--- src/rtl/sram3_pkg.sv ---
package sram3_pkg;

    // ------------------------------------------------------------------
    // register map (apb byte addresses)
    // ------------------------------------------------------------------
    localparam logic [7:0] CFG_ADDR        = 8'h00; // wait states, exceptions, turn-off
    localparam logic [7:0] STATE_ADDR      = 8'h04; // current sequencer state
    localparam logic [7:0] COLCNT_ADDR     = 8'h08; // completed column accesses
    localparam logic [7:0] RDDATA_ADDR     = 8'h0C; // low word of last read data

    // ------------------------------------------------------------------
    // configuration field layout and reset value
    // ------------------------------------------------------------------
    localparam int         WS_LSB          = 0;     // wait_state_count[1:0]
    localparam int         EXC_BIT         = 2;     // exception enable
    localparam int         RTO_LSB         = 4;     // extra turn-off states [7:4]
    localparam logic [7:0] CFG_RESET       = 8'h00;

    // ------------------------------------------------------------------
    // pin encodings, kept as constants since the memory side may differ
    // ------------------------------------------------------------------
    localparam logic [1:0] STATUS_COLUMN   = 2'h1;  // column access beginning
    localparam logic [1:0] STATUS_IDLE     = 2'h0;  // no column access beginning
    localparam logic       STROBE_ACT_LOW  = 1'b1;  // byte strobes active low
    localparam logic [7:0] STROBE_OFF      = STROBE_ACT_LOW ? 8'hFF : 8'h00;

    // ------------------------------------------------------------------
    // extra cycles between second address state and first column stage
    // ------------------------------------------------------------------
    localparam logic [1:0] EXI_WRITE       = 2'h2;  // write: gap grows 3 -> 5
    localparam logic [1:0] EXI_READ        = 2'h1;  // read: gap grows 2 -> 3

    // ------------------------------------------------------------------
    // sequencer states
    // ------------------------------------------------------------------
    typedef enum logic [3:0] {
        address_state_first, address_state_second, exc_return_state,
        row_latch_state, row_to_col_state, exc_insert_state,
        column_stage_first, column_stage_second, column_stage_third,
        column_idle_stage, turn_off_state
    } seq_state_t;

    // access (page) request from the transfer engine
    typedef struct packed {
        logic        write;   // 1 = write access
        logic        periph;  // peripheral packet-transfer write
        logic [16:0] row;     // row address
    } acc_req_t;

    // one column of the current page
    typedef struct packed {
        logic [16:0] addr;     // column address
        logic [63:0] data;     // write data
        logic [7:0]  be;       // valid byte lanes
        logic        page_end; // last column of this page
    } col_req_t;

endpackage

--- src/rtl/sram3_seq.sv ---
`timescale 1ns/1ps
`default_nettype none

module sram3_seq (
    input  wire logic                 pclk,
    input  wire logic                 presetn,
    // apb slave
    input  wire logic                 psel,
    input  wire logic                 penable,
    input  wire logic                 pwrite,
    input  wire logic [7:0]           paddr,
    input  wire logic [31:0]          pwdata,
    output logic [31:0]               prdata,
    output logic                      pready,
    output logic                      pslverr,
    // transfer engine side
    input  wire logic                 acc_valid,
    input  wire sram3_pkg::acc_req_t  acc_req,
    output logic                      acc_ack,
    input  wire logic                 col_valid,
    input  wire sram3_pkg::col_req_t  col_req,
    output logic                      col_ack,
    output logic [63:0]               rd_data,
    output logic                      rd_valid,
    // memory side
    input  wire logic                 ready,
    input  wire logic                 exception_in,
    input  wire logic [63:0]          ad_in,
    output logic [63:0]               ad_out,
    output logic                      ad_oe,
    output logic                      transceiver_enable_n,
    output logic [16:0]               row_column_address_bus,
    output logic [1:0]                status,
    output logic [7:0]                byte_strobe
);
    import sram3_pkg::*;

    // ------------------------------------------------------------------
    // state and working registers
    // ------------------------------------------------------------------
    seq_state_t  state_reg;       // sequencer state
    seq_state_t  state_next;      // next sequencer state
    acc_req_t    acc_reg;         // page in progress
    col_req_t    col_reg;         // column in the pipeline
    logic [7:0]  cfg_reg;         // software configuration
    logic [1:0]  ws_left_reg;     // programmed c3 repeats still due
    logic [1:0]  exi_left_reg;    // exception insert states still due
    logic [3:0]  rto_left_reg;    // extra turn-off states still due
    logic [15:0] colcnt_reg;      // completed columns, wraps
    logic [1:0]  wait_state_count;
    logic        exc_en;
    logic [1:0]  exi_need;        // insert states this access needs
    logic        c3_done;         // last c3 of the column ends now
    logic        turn_off;        // access ends through turn-off states

    assign wait_state_count = cfg_reg[WS_LSB +: 2];
    assign exc_en           = cfg_reg[EXC_BIT];
    assign exi_need         = !exc_en ? 2'h0 : (acc_reg.write ? EXI_WRITE : EXI_READ);
    assign c3_done          = (state_reg == column_stage_third) && ready
                              && (ws_left_reg == 2'h0);
    assign turn_off         = !acc_reg.write || acc_reg.periph;

    // ------------------------------------------------------------------
    // next-state logic
    // ------------------------------------------------------------------
    // a column is only loaded when it is present; otherwise we idle,
    // which is exactly how a bubble stretches the column idle time
    always_comb begin
        state_next = state_reg;
        unique case (state_reg)
            address_state_first: begin
                if (acc_valid) begin
                    state_next = address_state_second;
                end
            end
            address_state_second: begin
                if (exc_en && exception_in) begin
                    state_next = exc_return_state;
                end else if (ready) begin
                    state_next = row_latch_state;
                end
            end
            exc_return_state: begin
                state_next = address_state_first;
            end
            row_latch_state: begin
                if (acc_reg.write) begin
                    state_next = row_to_col_state;
                end else if (exi_need != 2'h0) begin
                    state_next = exc_insert_state;
                end else begin
                    state_next = col_valid ? column_stage_first : column_idle_stage;
                end
            end
            row_to_col_state: begin
                if (!ready) begin
                    state_next = row_to_col_state;
                end else if (exi_need != 2'h0) begin
                    state_next = exc_insert_state;
                end else begin
                    state_next = col_valid ? column_stage_first : column_idle_stage;
                end
            end
            exc_insert_state: begin
                if (exi_left_reg == 2'h1) begin
                    state_next = col_valid ? column_stage_first : column_idle_stage;
                end
            end
            column_stage_first: begin
                if (ready) begin
                    state_next = column_stage_second;
                end
            end
            column_stage_second: begin
                state_next = column_stage_third;
            end
            column_stage_third: begin
                if (c3_done) begin
                    if (col_reg.page_end) begin
                        state_next = turn_off ? turn_off_state : address_state_first;
                    end else begin
                        state_next = col_valid ? column_stage_first : column_idle_stage;
                    end
                end
            end
            column_idle_stage: begin
                if (col_valid) begin
                    state_next = column_stage_first;
                end
            end
            turn_off_state: begin
                if (rto_left_reg == 4'h0) begin
                    state_next = address_state_first;
                end
            end
            default: begin
                state_next = address_state_first;
            end
        endcase
    end

    // state register
    always_ff @(posedge pclk or negedge presetn) begin
        if (!presetn) begin
            state_reg <= address_state_first;
        end else begin
            state_reg <= state_next;
        end
    end

    // ------------------------------------------------------------------
    // request capture
    // ------------------------------------------------------------------
    // page request taken on leaving ad1; an aborted access comes back
    // to ad1 and is taken again, so the source must hold it until ack
    always_ff @(posedge pclk or negedge presetn) begin
        if (!presetn) begin
            acc_reg <= '0;
            acc_ack <= 1'b0;
        end else begin
            acc_ack <= 1'b0;
            if (state_reg == address_state_first && acc_valid) begin
                acc_reg <= acc_req;
            end
            if (state_reg == address_state_second && state_next == row_latch_state) begin
                acc_ack <= 1'b1;
            end
        end
    end

    // column taken on every entry to c1, never while one is running
    always_ff @(posedge pclk or negedge presetn) begin
        if (!presetn) begin
            col_reg <= '0;
            col_ack <= 1'b0;
        end else begin
            col_ack <= 1'b0;
            if (state_next == column_stage_first && state_reg != column_stage_first) begin
                col_reg <= col_req;
                col_ack <= 1'b1;
            end
        end
    end

    // ------------------------------------------------------------------
    // repeat counters
    // ------------------------------------------------------------------
    // programmed c3 repeats only count on high ready samples, so ready
    // waits add on top of them rather than overlapping
    always_ff @(posedge pclk or negedge presetn) begin
        if (!presetn) begin
            ws_left_reg <= 2'h0;
        end else if (state_next == column_stage_third && state_reg != column_stage_third) begin
            ws_left_reg <= wait_state_count;
        end else if (state_reg == column_stage_third && ready && ws_left_reg != 2'h0) begin
            ws_left_reg <= ws_left_reg - 2'h1;
        end
    end

    // exception insert states
    always_ff @(posedge pclk or negedge presetn) begin
        if (!presetn) begin
            exi_left_reg <= 2'h0;
        end else if (state_next == exc_insert_state && state_reg != exc_insert_state) begin
            exi_left_reg <= exi_need;
        end else if (state_reg == exc_insert_state) begin
            exi_left_reg <= exi_left_reg - 2'h1;
        end
    end

    // extra turn-off states from the configuration
    always_ff @(posedge pclk or negedge presetn) begin
        if (!presetn) begin
            rto_left_reg <= 4'h0;
        end else if (state_next == turn_off_state && state_reg != turn_off_state) begin
            rto_left_reg <= cfg_reg[RTO_LSB +: 4];
        end else if (state_reg == turn_off_state && rto_left_reg != 4'h0) begin
            rto_left_reg <= rto_left_reg - 4'h1;
        end
    end

    // ------------------------------------------------------------------
    // memory pins, registered from the next state
    // ------------------------------------------------------------------
    // single clock means half-cycle strobe edges are moved to the end
    // of the stage: on after c1, off after the final c3
    always_ff @(posedge pclk or negedge presetn) begin
        if (!presetn) begin
            row_column_address_bus <= '0;
            status                 <= STATUS_IDLE;
            byte_strobe            <= STROBE_OFF;
            ad_out                 <= '0;
            ad_oe                  <= 1'b0;
            transceiver_enable_n   <= 1'b1;
        end else begin
            status      <= STATUS_IDLE;
            byte_strobe <= STROBE_OFF;
            ad_oe       <= 1'b0;
            transceiver_enable_n <= 1'b1;
            unique case (state_next)
                address_state_first, address_state_second, row_latch_state,
                row_to_col_state, exc_insert_state: begin
                    row_column_address_bus <= (state_next == address_state_first
                        && acc_valid && state_reg == address_state_first)
                        ? acc_req.row : acc_reg.row;
                end
                column_stage_first, column_stage_second, column_stage_third: begin
                    row_column_address_bus <= (state_next == column_stage_first
                        && state_reg != column_stage_first) ? col_req.addr : col_reg.addr;
                    if (state_next == column_stage_first) begin
                        status <= STATUS_COLUMN;
                    end
                    if (state_next != column_stage_first) begin
                        byte_strobe <= STROBE_ACT_LOW ?
                            ~(acc_reg.write ? col_reg.be : 8'hFF) :
                             (acc_reg.write ? col_reg.be : 8'hFF);
                    end
                    if (acc_reg.write && !acc_reg.periph) begin
                        ad_oe                <= 1'b1;
                        transceiver_enable_n <= 1'b0;
                        if (state_next == column_stage_first && state_reg != column_stage_first) begin
                            ad_out <= col_req.data;
                        end
                    end else if (!acc_reg.write) begin
                        transceiver_enable_n <= 1'b0;
                    end
                end
                default: begin
                    row_column_address_bus <= row_column_address_bus;
                end
            endcase
        end
    end

    // read capture after the final c3
    always_ff @(posedge pclk or negedge presetn) begin
        if (!presetn) begin
            rd_data  <= '0;
            rd_valid <= 1'b0;
        end else begin
            rd_valid <= c3_done && !acc_reg.write;
            if (c3_done && !acc_reg.write) begin
                rd_data <= ad_in;
            end
        end
    end

    // column counter, seen by software
    always_ff @(posedge pclk or negedge presetn) begin
        if (!presetn) begin
            colcnt_reg <= 16'h0000;
        end else if (c3_done) begin
            colcnt_reg <= colcnt_reg + 16'h0001;
        end
    end

    // ------------------------------------------------------------------
    // apb slave: no wait cycles, pready is high in the first access-phase cycle
    // ------------------------------------------------------------------
    always_ff @(posedge pclk or negedge presetn) begin
        if (!presetn) begin
            pready  <= 1'b0;
            pslverr <= 1'b0;
            prdata  <= 32'h0000_0000;
        end else begin
            pready  <= psel && !penable;
            pslverr <= 1'b0;
            prdata  <= 32'h0000_0000;
            if (psel && !penable) begin
                unique case (paddr)
                    CFG_ADDR:    prdata <= {24'h000000, cfg_reg};
                    STATE_ADDR:  prdata <= {28'h0000000, state_reg};
                    COLCNT_ADDR: prdata <= {16'h0000, colcnt_reg};
                    RDDATA_ADDR: prdata <= rd_data[31:0];
                    default:     pslverr <= 1'b1;
                endcase
            end
        end
    end

    // configuration write at the completing access edge
    always_ff @(posedge pclk or negedge presetn) begin
        if (!presetn) begin
            cfg_reg <= CFG_RESET;
        end else if (psel && penable && pready && pwrite && paddr == CFG_ADDR) begin
            cfg_reg <= pwdata[7:0];
        end
    end
endmodule

`default_nettype wire

--- config.mk ---
export PLATFORM = sky130hd
export DESIGN_NAME = sram3_seq
export DESIGN_NICKNAME = d
export VERILOG_FILES = /design/src/rtl/sram3_pkg.sv /design/src/rtl/sram3_seq.sv
export SDC_FILE = /design/constraint.sdc
export NUM_CORES = 1
export LEC_CHECK = 0
export ABC_AREA = 1
export BUFFER_PORTS_ARGS = -buffer_cell sky130_fd_sc_hd__buf_2
export CORE_MARGIN = 2
export CORE_UTILIZATION = 25
export CTS_BUF_LIST = sky130_fd_sc_hd__clkbuf_8
export DETAILED_ROUTE_END_ITERATION = 12
export HOLD_SLACK_MARGIN = 0.15
export PLACE_DENSITY_LB_ADDON = 0.25
export RECOVER_POWER = 50
export SYNTH_ARGS = -nofsm -noshare
export SYNTH_HDL_FRONTEND = slang
export SYNTH_SLANG_ARGS = --single-unit
--- constraint.sdc ---
create_clock -name pclk -period 2.9 [get_ports pclk]
set_input_delay 0.435 -clock pclk [delete_from_list [all_inputs] [get_ports pclk]]
set_output_delay 0.435 -clock pclk [all_outputs]
set_load 0.005 [all_outputs]
==> summary.txt, run 1 <==
Cells and area
  – Net count reported at finish: 2149
  – Number of diodes: 0
  – Largest regs: ad_out (64), rd_data (64), prdata (32)
  – Layout Cells excl Fill: 2564
  – Synth-to-Final Area Change: 48.05%
  – Share of layout cells above drive strength 1: 0.2632
  – Fill count: 4628

Power
  – P_sw: 5240 uW
  – Switching fraction of total power: 0.3611
  – Pwr Density: 846.9 mW/mm2
  – Clock Power Share: 0.268
  – Flop pwr share: 0.398
  – Combinational power share: 0.333
  – P_leak: 0.009360 uW
  – Internal cell power: 9271 uW
  – Worst ir drop on vdd: 0.0004441 V

Yosys
  – Ys Warns: 0
  – Ys flop type: dfrtp_1
  – Asr flop ratio synth: 1.000
  – Synth Cell Area: 0.01157 mm2
  – Yosys top cell by area: dfrtp_1
  – Most common cell in the netlist: nand2_1
  – Synth top cells by count: 533 x nand2_1, 265 x dfrtp_1, 106 x inv_1
  – Net count after synthesis: 1553
  – Post-Synthesis Cells: 1327
  – Count of cell types in the netlist: 44
  – Yosys top cell area share: 0.5730
  – Largest cells by area after synthesis: dfrtp_1 57%, nand2_1 17%, inv_1 3.4%, nor2_1 2.7%, o21ai_0 2.6%
  – Synthesized area per cell: 8.722 um2
  – Synth Register Bits: 274
  – Sequential-to-total area share from yosys stat: 0.5934
  – Post-synth EDFFs: 0

Detailed routing
  – Drt first-iter violations: 498
  – Post-route ant nets: 0
  – Via-per-instance ratio: 4.230
  – WL final: 38350 um
  – Drt drc: 0
  – First-pass DRT Iterations: 5
  – Vias: 10850
  – Drt wl/cell: 14.96 um

Die
  – Core Area: 0.04558 mm2
  – Top Ports: 416
  – Initial cell density of the core: 0.2539
  – Die Width: 219.2 um
  – Row count: 78
  – Die Height: 219.2 um
  – Area of the die: 0.04803 mm2

Run status
  – Status: complete, but fails checks
  – Failing checks: max-capacitance violations, max-slew violations

Flow run
  – Max-cap violations: 1

Worst setup path
  – Setup CP Type: register to register
  – Max FO, Critical Path: 64
  – WP data arrival: 3060 ps
  – Crit path capture type: register
  – Startpoint types: register
  – CP required: 3430 ps

STA
  – Hold Fails Final Rpt: 0
  – Count of pins over their slew limit: 74
  – Final worst path period share: 0.8728
  – Fmax: 395.1 MHz
  – RSZ-0062 raised after global routing: false
  – Setup TNS Final: 0 ps
  – Min cycle time layout: 2531 ps
  – Clk_skew: 17.36 ps
  – Slew margin rel.: -0.4257
  – Worst-Margin Slew: 2139 ps
  – Final setup viols: 0

Place
  – GPL Wtd Cong: 0.8325
  – Hpwl dp: 26690 um
  – Cells after DPL: 2291
  – Number of port buffers: 390

Clock tree
  – Post-CTS Setup Bufs: 0
  – Clk slew on worst S/H paths: 60 ps
  – Clock buffer depth: 3
  – Num CTS Buffers: 51
  – Worst-Skew Late Latency: 600 ps
  – # clock sinks: 274
  – TritonCTS clock tree: done
  – CTS Root Cell: clkbuf_8
  – # H-tree levels: 2

GRT
  – Vias in the first global route: 11250
  – Total global-route track usage: 0.1591
  – Largest net degree at the start of global routing: 77
  – Global-route wire length before repair: 60600 um
  – Initial antenna violation count: 0
  – GR Overflow Total: 0

Min path
  – Min-delay worst type: primary input to register
## layout by cell type, fill, tap and decap left out, drive strengths merged, types with 7 or more instances in the layout
master / n
dfrtp: 265
inv: 125
clkinv: 7
dfstp: 9
o21a: 11
nand2: 537
nand3: 65
a21oi: 26
xor2: 11
dlygate4sd3: 179
mux2: 11
buf: 387
nor2: 90
o21ai: 82
nand4: 12
clkbuf: 107
## metrics by stage
stage	power [uW]	instance area, um2	util	hold slack, ps	setup slack (ps)
4_1_cts	14790	17210	0.3776	160.9	297.1
2_1_floorplan	8403	11570	-	139.4	888.8
5_1_grt	15700	17140	0.3760	179.6	27.31
3_5_place_dp	10580	14320	0.3143	404.7	298.2
3_3_place_gp	10500	14320	0.3143	402.8	343.6
6_report	14510	17140	0.3760	212.1	368.9
## critical path, stage by stage (launching register included)
cell and delay [ps]:
dfrtp_1 400, inv_1 100, nor2_1 260, nand3_2 300, nand2_1 170, nor2_1 80
nand3_2 130, nand4_4 320, nor2_4 210, buf_12 280, nand2_1 100, nand2_1 80
## power by group through the flow
stage	Clock [uW]	Combinational, uW	Sequential [uW]
CTS	4040	4950	5790
detailed placement	0	4760	5830
floorplan	0	2610	5800
global placement	0	4690	5810
finish	3890	4840	5780
global route	4240	5530	5930
## routing by layer
| metal | track usage | wire, um | part of all wire |
|---|---|---|---|
| met5 | 0 | 0 | 0 |
| met4 | 0.05833 | 1062 | 0.028 |
| met3 | 0.03701 | 2038 | 0.053 |
| met2 | 0.2658 | 18940 | 0.49 |
| met1 | 0.2004 | 16310 | 0.43 |
## timing repair
| item | 4_1_cts | 5_1_grt |
|---|---|---|
| hold endpoints to repair | 249 | 0 |
| hold buffers | 179 | 0 |
| resized for setup | 0 | 0 |
## cells by family (layout without fill, tap and decap cells)
group                    count (synthesis)  count (layout)  synth area share
AND/OR/NAND/NOR                        718             718            0.2541
flip-flops                             274             274            0.5934
buffers and inverters                  170             807           0.06141
AO/OA/AOI/OAI                          132             132           0.06292
XOR/XNOR                                17              17           0.01286
multiplexers                            11              11           0.01070
adder cells (fa/ha/maj)                  4               4          0.004324
other                                    1               1         0.0003240
## final timing paths
check                            endpoint         start  slack [ps]  cells past startpoint
max                            ad_out[17]  state_reg[2]         370                     11
min                           col_reg[84]   col_req[84]         210                      4
max reg2reg                    ad_out[17]  state_reg[2]         370                     11
min reg2reg                byte_strobe[7]    col_reg[8]         410                      1
max in group asynchronous      prdata[13]       presetn         470                      3
min in group asynchronous     rd_data[35]       presetn        1030                      2
## cell type report
type | count | area [um2] | area share
repair buffers | 601 | 3998 | 0.2333
well taps | 600 | 750.7 | 0.04381
inverters | 112 | 422.9 | 0.02468
multi-input cells | 883 | 4003 | 0.2336
flip-flops and latches | 274 | 6868 | 0.4008
clock buffers | 72 | 991.0 | 0.05783
clock inverters | 22 | 102.6 | 0.005988
Power figures use the tool's default switching activity.
==> run 2: changes to the inputs <==
--- a/config.mk
+++ b/config.mk
@@ -7,10 +7,10 @@
 export LEC_CHECK = 0
 export ABC_AREA = 1
 export BUFFER_PORTS_ARGS = -buffer_cell sky130_fd_sc_hd__buf_2
-export CORE_MARGIN = 2
-export CORE_UTILIZATION = 25
-export CTS_BUF_LIST = sky130_fd_sc_hd__clkbuf_8
+export CAP_MARGIN = 20
+export CORE_AREA = 2 2 160 162
 export DETAILED_ROUTE_END_ITERATION = 12
+export DIE_AREA = 0 0 162 164
 export HOLD_SLACK_MARGIN = 0.15
 export PLACE_DENSITY_LB_ADDON = 0.25
 export RECOVER_POWER = 50
==> summary.txt, run 2 (same netlist as run 1, synthesis figures left out) <==
Run status
  – Status: complete, but fails checks
  – Failing checks: max-capacitance violations, max-slew violations

STA
  – Clk_skew: 19.06 ps
  – Setup TNS Final: 0 ps
  – Worst-Margin Slew: 1974 ps
  – Slew margin rel.: -0.3159
  – Final setup viols: 0
  – Final WS setup: 299.1 ps
  – Count of pins over their slew limit: 76
  – Fmax: 384.5 MHz
  – RSZ-0062 raised after global routing: false
  – Final worst path period share: 0.8968
  – Min cycle time layout: 2601 ps
  – Hold Fails Final Rpt: 0

Die
  – Die Width: 162 um
  – Area of the die: 0.02657 mm2
  – Top Ports: 416
  – Die Height: 164 um
  – Core Area: 0.02482 mm2
  – Row count: 58
  – Initial cell density of the core: 0.4663

Cells and area
  – Synth-to-Final Area Change: 41.44%
  – Largest regs: ad_out (64), rd_data (64), prdata (32)
  – Net count reported at finish: 2105
  – Share of layout cells above drive strength 1: 0.2379
  – Layout Cells excl Fill: 2233
  – Most frequent cells in the layout: 532 x nand2_1, 344 x buf_2, 265 x dfrtp_1
  – Most common cell after layout, fill and taps aside: nand2_1

Worst setup path
  – Worst path cell trace: inv_1, ha_1, nand3_1, nand2_1, nand3_1, nor2_1, nand3_4, nand4_4, buf_4, nand2_1, nand3_1, nand2_1
  – WP data arrival: 3020 ps
  – Setup CP Type: register to register
  – CP peak stage delay: 560 ps
  – CP required: 3320 ps
  – Slowest CP cell: buf_4
  – Crit path capture type: register
  – Max FO, Critical Path: 66
  – Startpoint types: register

Power
  – Worst ir drop on vdd: 0.0005774 V
  – P_leak: 0.009009 uW
  – Pwr Density: 857.6 mW/mm2

Detailed routing
  – Drt first-iter violations: 747
  – Drt drc: 0
  – First-pass DRT Iterations: 7
  – Vias: 11070
  – WL final: 36320 um
  – Drt wl/cell: 16.26 um
  – Via-per-instance ratio: 4.957
  – Post-route ant nets: 0

Min path
  – Min-delay worst type: primary input to register

Clock tree
  – # clock sinks: 274
  – CTS Root Cell: clkbuf_16
  – # H-tree levels: 1
  – Worst-Skew Late Latency: 550 ps
  – Post-CTS Setup Bufs: 0
  – Clock buffer depth: 3
  – TritonCTS clock tree: done
  – Num CTS Buffers: 29
  – Clk slew on worst S/H paths: 60 ps
  – Resize count post-CTS: 0

GRT
  – Vias in the first global route: 11070
  – Largest net degree at the start of global routing: 77
  – Global-route wire length before repair: 56630 um
  – Initial antenna violation count: 2
  – Total global-route track usage: 0.2679
  – GR Overflow Total: 0

Place
  – GPL Wtd Cong: 0.8579
  – Dpl ws: 217.8 ps
  – Cells after DPL: 2009
  – Number of port buffers: 390
  – Hpwl dp: 23320 um

Flow run
  – Max-cap violations: 1
run 2: cell count changes in the layout (fill, tap and decap cells not counted), moves of 5 or more:
| cell | before | now |
|---|---|---|
| clkbuf_8 | 72 | 6 |
| clkbuf_16 | 0 | 29 |
| clkbuf_1 | 30 | 58 |
| buf_2 | 363 | 344 |
| inv_1 | 120 | 106 |
| dlygate4sd3_1 | 179 | 168 |
| buf_4 | 17 | 12 |
run 2: layer usage:
metal / vias to the layer above / global-route usage / routed length (um)
li1: 5241 / - / -
met1: 5210 / 0.3318 / 14170
met2: 472 / 0.4410 / 17470
met3: 145 / 0.05530 / 2442
met4: 0 / 0.1500 / 2225
met5: - / 0 / 0
run 2: layout make-up:
type | count | area, um2
Inverter | 112 | 422.9
Multi-Input combinational cell | 883 | 4005
Clock buffer | 46 | 849.6
Fill cell | 2030 | 8449
Clock inverter | 6 | 36.28
Antenna cell | 3 | 7.507
Tap cell | 330 | 412.9
Timing Repair Buffer | 579 | 3767
Sequential cell | 274 | 6868
run 2: per-stage QoR:
| step | hold slack (ps) | util | power, uW | area, um2 |
|---|---|---|---|---|
| 6_report | 166.1 | 0.6596 | 14040 | 16370 |
| 5_1_grt | 157.6 | 0.6595 | 15010 | 16370 |
| 4_1_cts | 153.7 | 0.6623 | 14060 | 16440 |
| 3_5_place_dp | 404.2 | 0.5589 | 10350 | 13870 |
| 3_3_place_gp | 400.5 | 0.5589 | 10200 | 13870 |
| 2_1_floorplan | 139.4 | - | 8403 | 11570 |
run 2: worst paths after layout:
check	cells past startpoint	slack [ps]	endpoint	startpoint
worst max-delay path	12	300	row_column_address_bus[7]	rto_left_reg[0]
worst min-delay path	3	170	cfg_reg[0]	pwdata[0]
worst max register to register	12	300	row_column_address_bus[7]	rto_left_reg[0]
worst min register to register	1	410	byte_strobe[0]	col_reg[1]
max in group asynchronous	3	480	acc_reg[11]	presetn
min in group asynchronous	2	980	rd_data[40]	presetn
run 2: worst max-delay path, delay by kind of cell (launching register included):
kind,cells,cell delay [ps]
fa+ha+maj,1,180
flops,1,390
buf+inv,2,640
simple gates,9,1230
run 2: what timing repair did:
action                                 CTS  global route
endpoints found under the hold margin  238             0
hold buffers                           168             0
setup endpoints to repair                0             0
run 2: power breakdown:
group,switching (uW),leakage [uW],internal (uW),total (uW)
registers,710,0.00352,5120,5830
clock network,1480,0.000434,1990,3470
logic,2870,0.00505,1870,4740
==> run 3: changes to the inputs <==
--- a/config.mk
+++ b/config.mk
@@ -8,9 +8,10 @@
 export ABC_AREA = 1
 export BUFFER_PORTS_ARGS = -buffer_cell sky130_fd_sc_hd__buf_2
 export CAP_MARGIN = 20
-export CORE_AREA = 2 2 160 162
+export CORE_AREA = 2 2 162 164
+export CTS_BUF_LIST = sky130_fd_sc_hd__clkbuf_4 sky130_fd_sc_hd__clkbuf_8
 export DETAILED_ROUTE_END_ITERATION = 12
-export DIE_AREA = 0 0 162 164
+export DIE_AREA = 0 0 164 166
 export HOLD_SLACK_MARGIN = 0.15
 export PLACE_DENSITY_LB_ADDON = 0.25
 export RECOVER_POWER = 50
==> summary.txt, run 3 (same netlist as run 1, synthesis figures left out) <==
Worst setup path
  – Crit path top cell by count: nand2_1
  – Capture point of the worst reg-to-reg path: col_reg[6]
  – Crit path max-delay family: simple AND/OR/NAND/NOR gates
  – Setup CP Type: register to register
  – Buf+Inv Stages, Crit Path: 4
  – CP peak stage delay: 470 ps
  – Max FO, Critical Path: 16
  – WP data arrival: 3040 ps
  – Reg2reg start: state_reg[2]
  – Flop2flop setup slack: 340 ps
  – Worst path cell trace: inv_2, nand2_1, nor2_2, nand3_2, inv_1, nand2_1, nand3_2, nand4_4, inv_1, buf_4, nand2_1, nand2_1
  – Crit path capture type: register
  – R2r worst-path depth: 12
  – CP required: 3380 ps
  – Startpoint types: register
  – Slowest CP cell: inv_1

Place
  – Dpl ws: 247.4 ps
  – Hpwl dp: 23940 um
  – Placed inst area: 0.01389 mm2
  – GPL Wtd Cong: 0.8848
  – Number of port buffers: 390

Cells and area
  – Net count reported at finish: 2129
  – Multi-input logic area: 0.004008 mm2
  – Fill count: 2074
  – Final instance area: 0.01658 mm2
  – Most common cell after layout, fill and taps aside: nand2_1
  – Most frequent cells in the layout: 532 x nand2_1, 361 x buf_2, 265 x dfrtp_1
  – Synth-to-Final Area Change: 43.22%
  – Share of layout cells above drive strength 1: 0.2613
  – Sequential cell area: 0.006868 mm2
  – Largest regs: ad_out (64), rd_data (64), prdata (32)

Die
  – Area of the die: 0.02722 mm2
  – Top Ports: 416
  – Die Height: 166 um
  – Initial cell density of the core: 0.4518
  – Core Area: 0.02562 mm2
  – Die Width: 164 um
  – Row count: 59

Clock tree
  – # clock sinks: 274
  – Worst-Skew Late Latency: 560 ps
  – # H-tree levels: 2
  – CTS Root Cell: clkbuf_8
  – Num CTS Buffers: 47
  – TritonCTS clock tree: done
  – Clk slew on worst S/H paths: 60 ps
  – Clock buffer depth: 3

Power
  – Worst ir drop on vdd: 0.0005477 V
  – Pwr Density: 860.5 mW/mm2
  – P_leak: 0.009196 uW

Flow run
  – Max-cap violations: 5

Detailed routing
  – Drt drc: 0
  – Drt wl/cell: 16.05 um
  – WL final: 36560 um
  – Post-route ant nets: 0
  – First-pass DRT Iterations: 7
  – Via-per-instance ratio: 4.904
  – Vias: 11170
  – Drt first-iter violations: 742

Run status
  – Failing checks: max-capacitance violations, max-slew violations
  – Status: complete, but fails checks

STA
  – Worst-Margin Slew: 1807 ps
  – Min cycle time layout: 2557 ps
  – Hold Fails Final Rpt: 0
  – Slew margin rel.: -0.2044
  – RSZ-0062 raised after global routing: false
  – Clk_skew: 22.04 ps
  – Fmax: 391.0 MHz
  – Final WS setup: 342.7 ps
  – Final worst path period share: 0.8818
  – Count of pins over their slew limit: 241
  – Final setup viols: 0
  – Setup TNS Final: 0 ps

GRT
  – Initial antenna violation count: 2
  – Vias in the first global route: 11440
  – Largest net degree at the start of global routing: 76
  – Global-route wire length before repair: 58280 um
  – GR Overflow Total: 0
  – Total global-route track usage: 0.2684

Min path
  – Min-delay worst type: primary input to register
  – Hold Crit Endpoint: acc_reg[9]
  – Min-delay src: acc_req[9]
  – Worst hold path depth: 3
## run 3: how the worst max path moves through the flow
stage,from,to,slack [ps],cells after the start
floorplan,state_reg[0],ad_out[39],890,14
global placement,col_valid,byte_strobe[7],340,14
detailed placement,col_valid,byte_strobe[6],250,14
CTS,state_reg[2],byte_strobe[6],250,12
global route,state_reg[1],row_column_address_bus[6],90,12
finish,state_reg[2],col_reg[6],340,12
## run 3: what timing repair did
| action | in CTS | in global routing |
|---|---|---|
| setup endpoints to repair | 0 | 5 |
| gates resized for setup | 0 | 1 |
| buffers inserted | 0 | 0 |
| hold buffers | 174 | 0 |
| endpoints found under the hold margin | 211 | 0 |
## run 3: tightest hold or removal path: stages
cell and delay (ps):
buf_2 120, nor2_1 100, a21oi_1 50
## run 3: metrics by stage
stage | util | cells | total power (uW) | hold WS, ps
2_1_floorplan | - | 1327 | 8403 | 139.4
3_3_place_gp | 0.5422 | 2014 | 10240 | 347.8
3_5_place_dp | 0.5422 | 2014 | 10390 | 351.1
4_1_cts | 0.6495 | 2274 | 14280 | 153.0
5_1_grt | 0.6470 | 2277 | 15270 | 162.2
6_report | 0.6471 | 2278 | 14260 | 187.1
## run 3: power breakdown
| part | leakage [uW] | total, uW | switching [uW] | internal [uW] |
|---|---|---|---|---|
| Clock | 0.000541 | 3660 | 1590 | 2060 |
| Sequential | 0.00352 | 5800 | 681 | 5120 |
| Combinational | 0.00513 | 4810 | 2900 | 1910 |
## run 3: cell type report
class | instances | share of cell area
sequential | 274 | 0.4143
multi-input combinational | 883 | 0.2418
timing repair buffer | 585 | 0.2319
clock buffer | 76 | 0.05669
inverter | 112 | 0.02551
tap | 335 | 0.02529
clock inverter | 10 | 0.004076
antenna | 3 | 0.0004529
## run 3: layer usage
layer | vias up | share of wire | GRT usage
li1 | 5292 | - | -
met4 | 0 | 0.053 | 0.1281
met2 | 501 | 0.49 | 0.4463
met5 | - | 0 | 0
met3 | 134 | 0.068 | 0.05969
met1 | 5245 | 0.39 | 0.3310
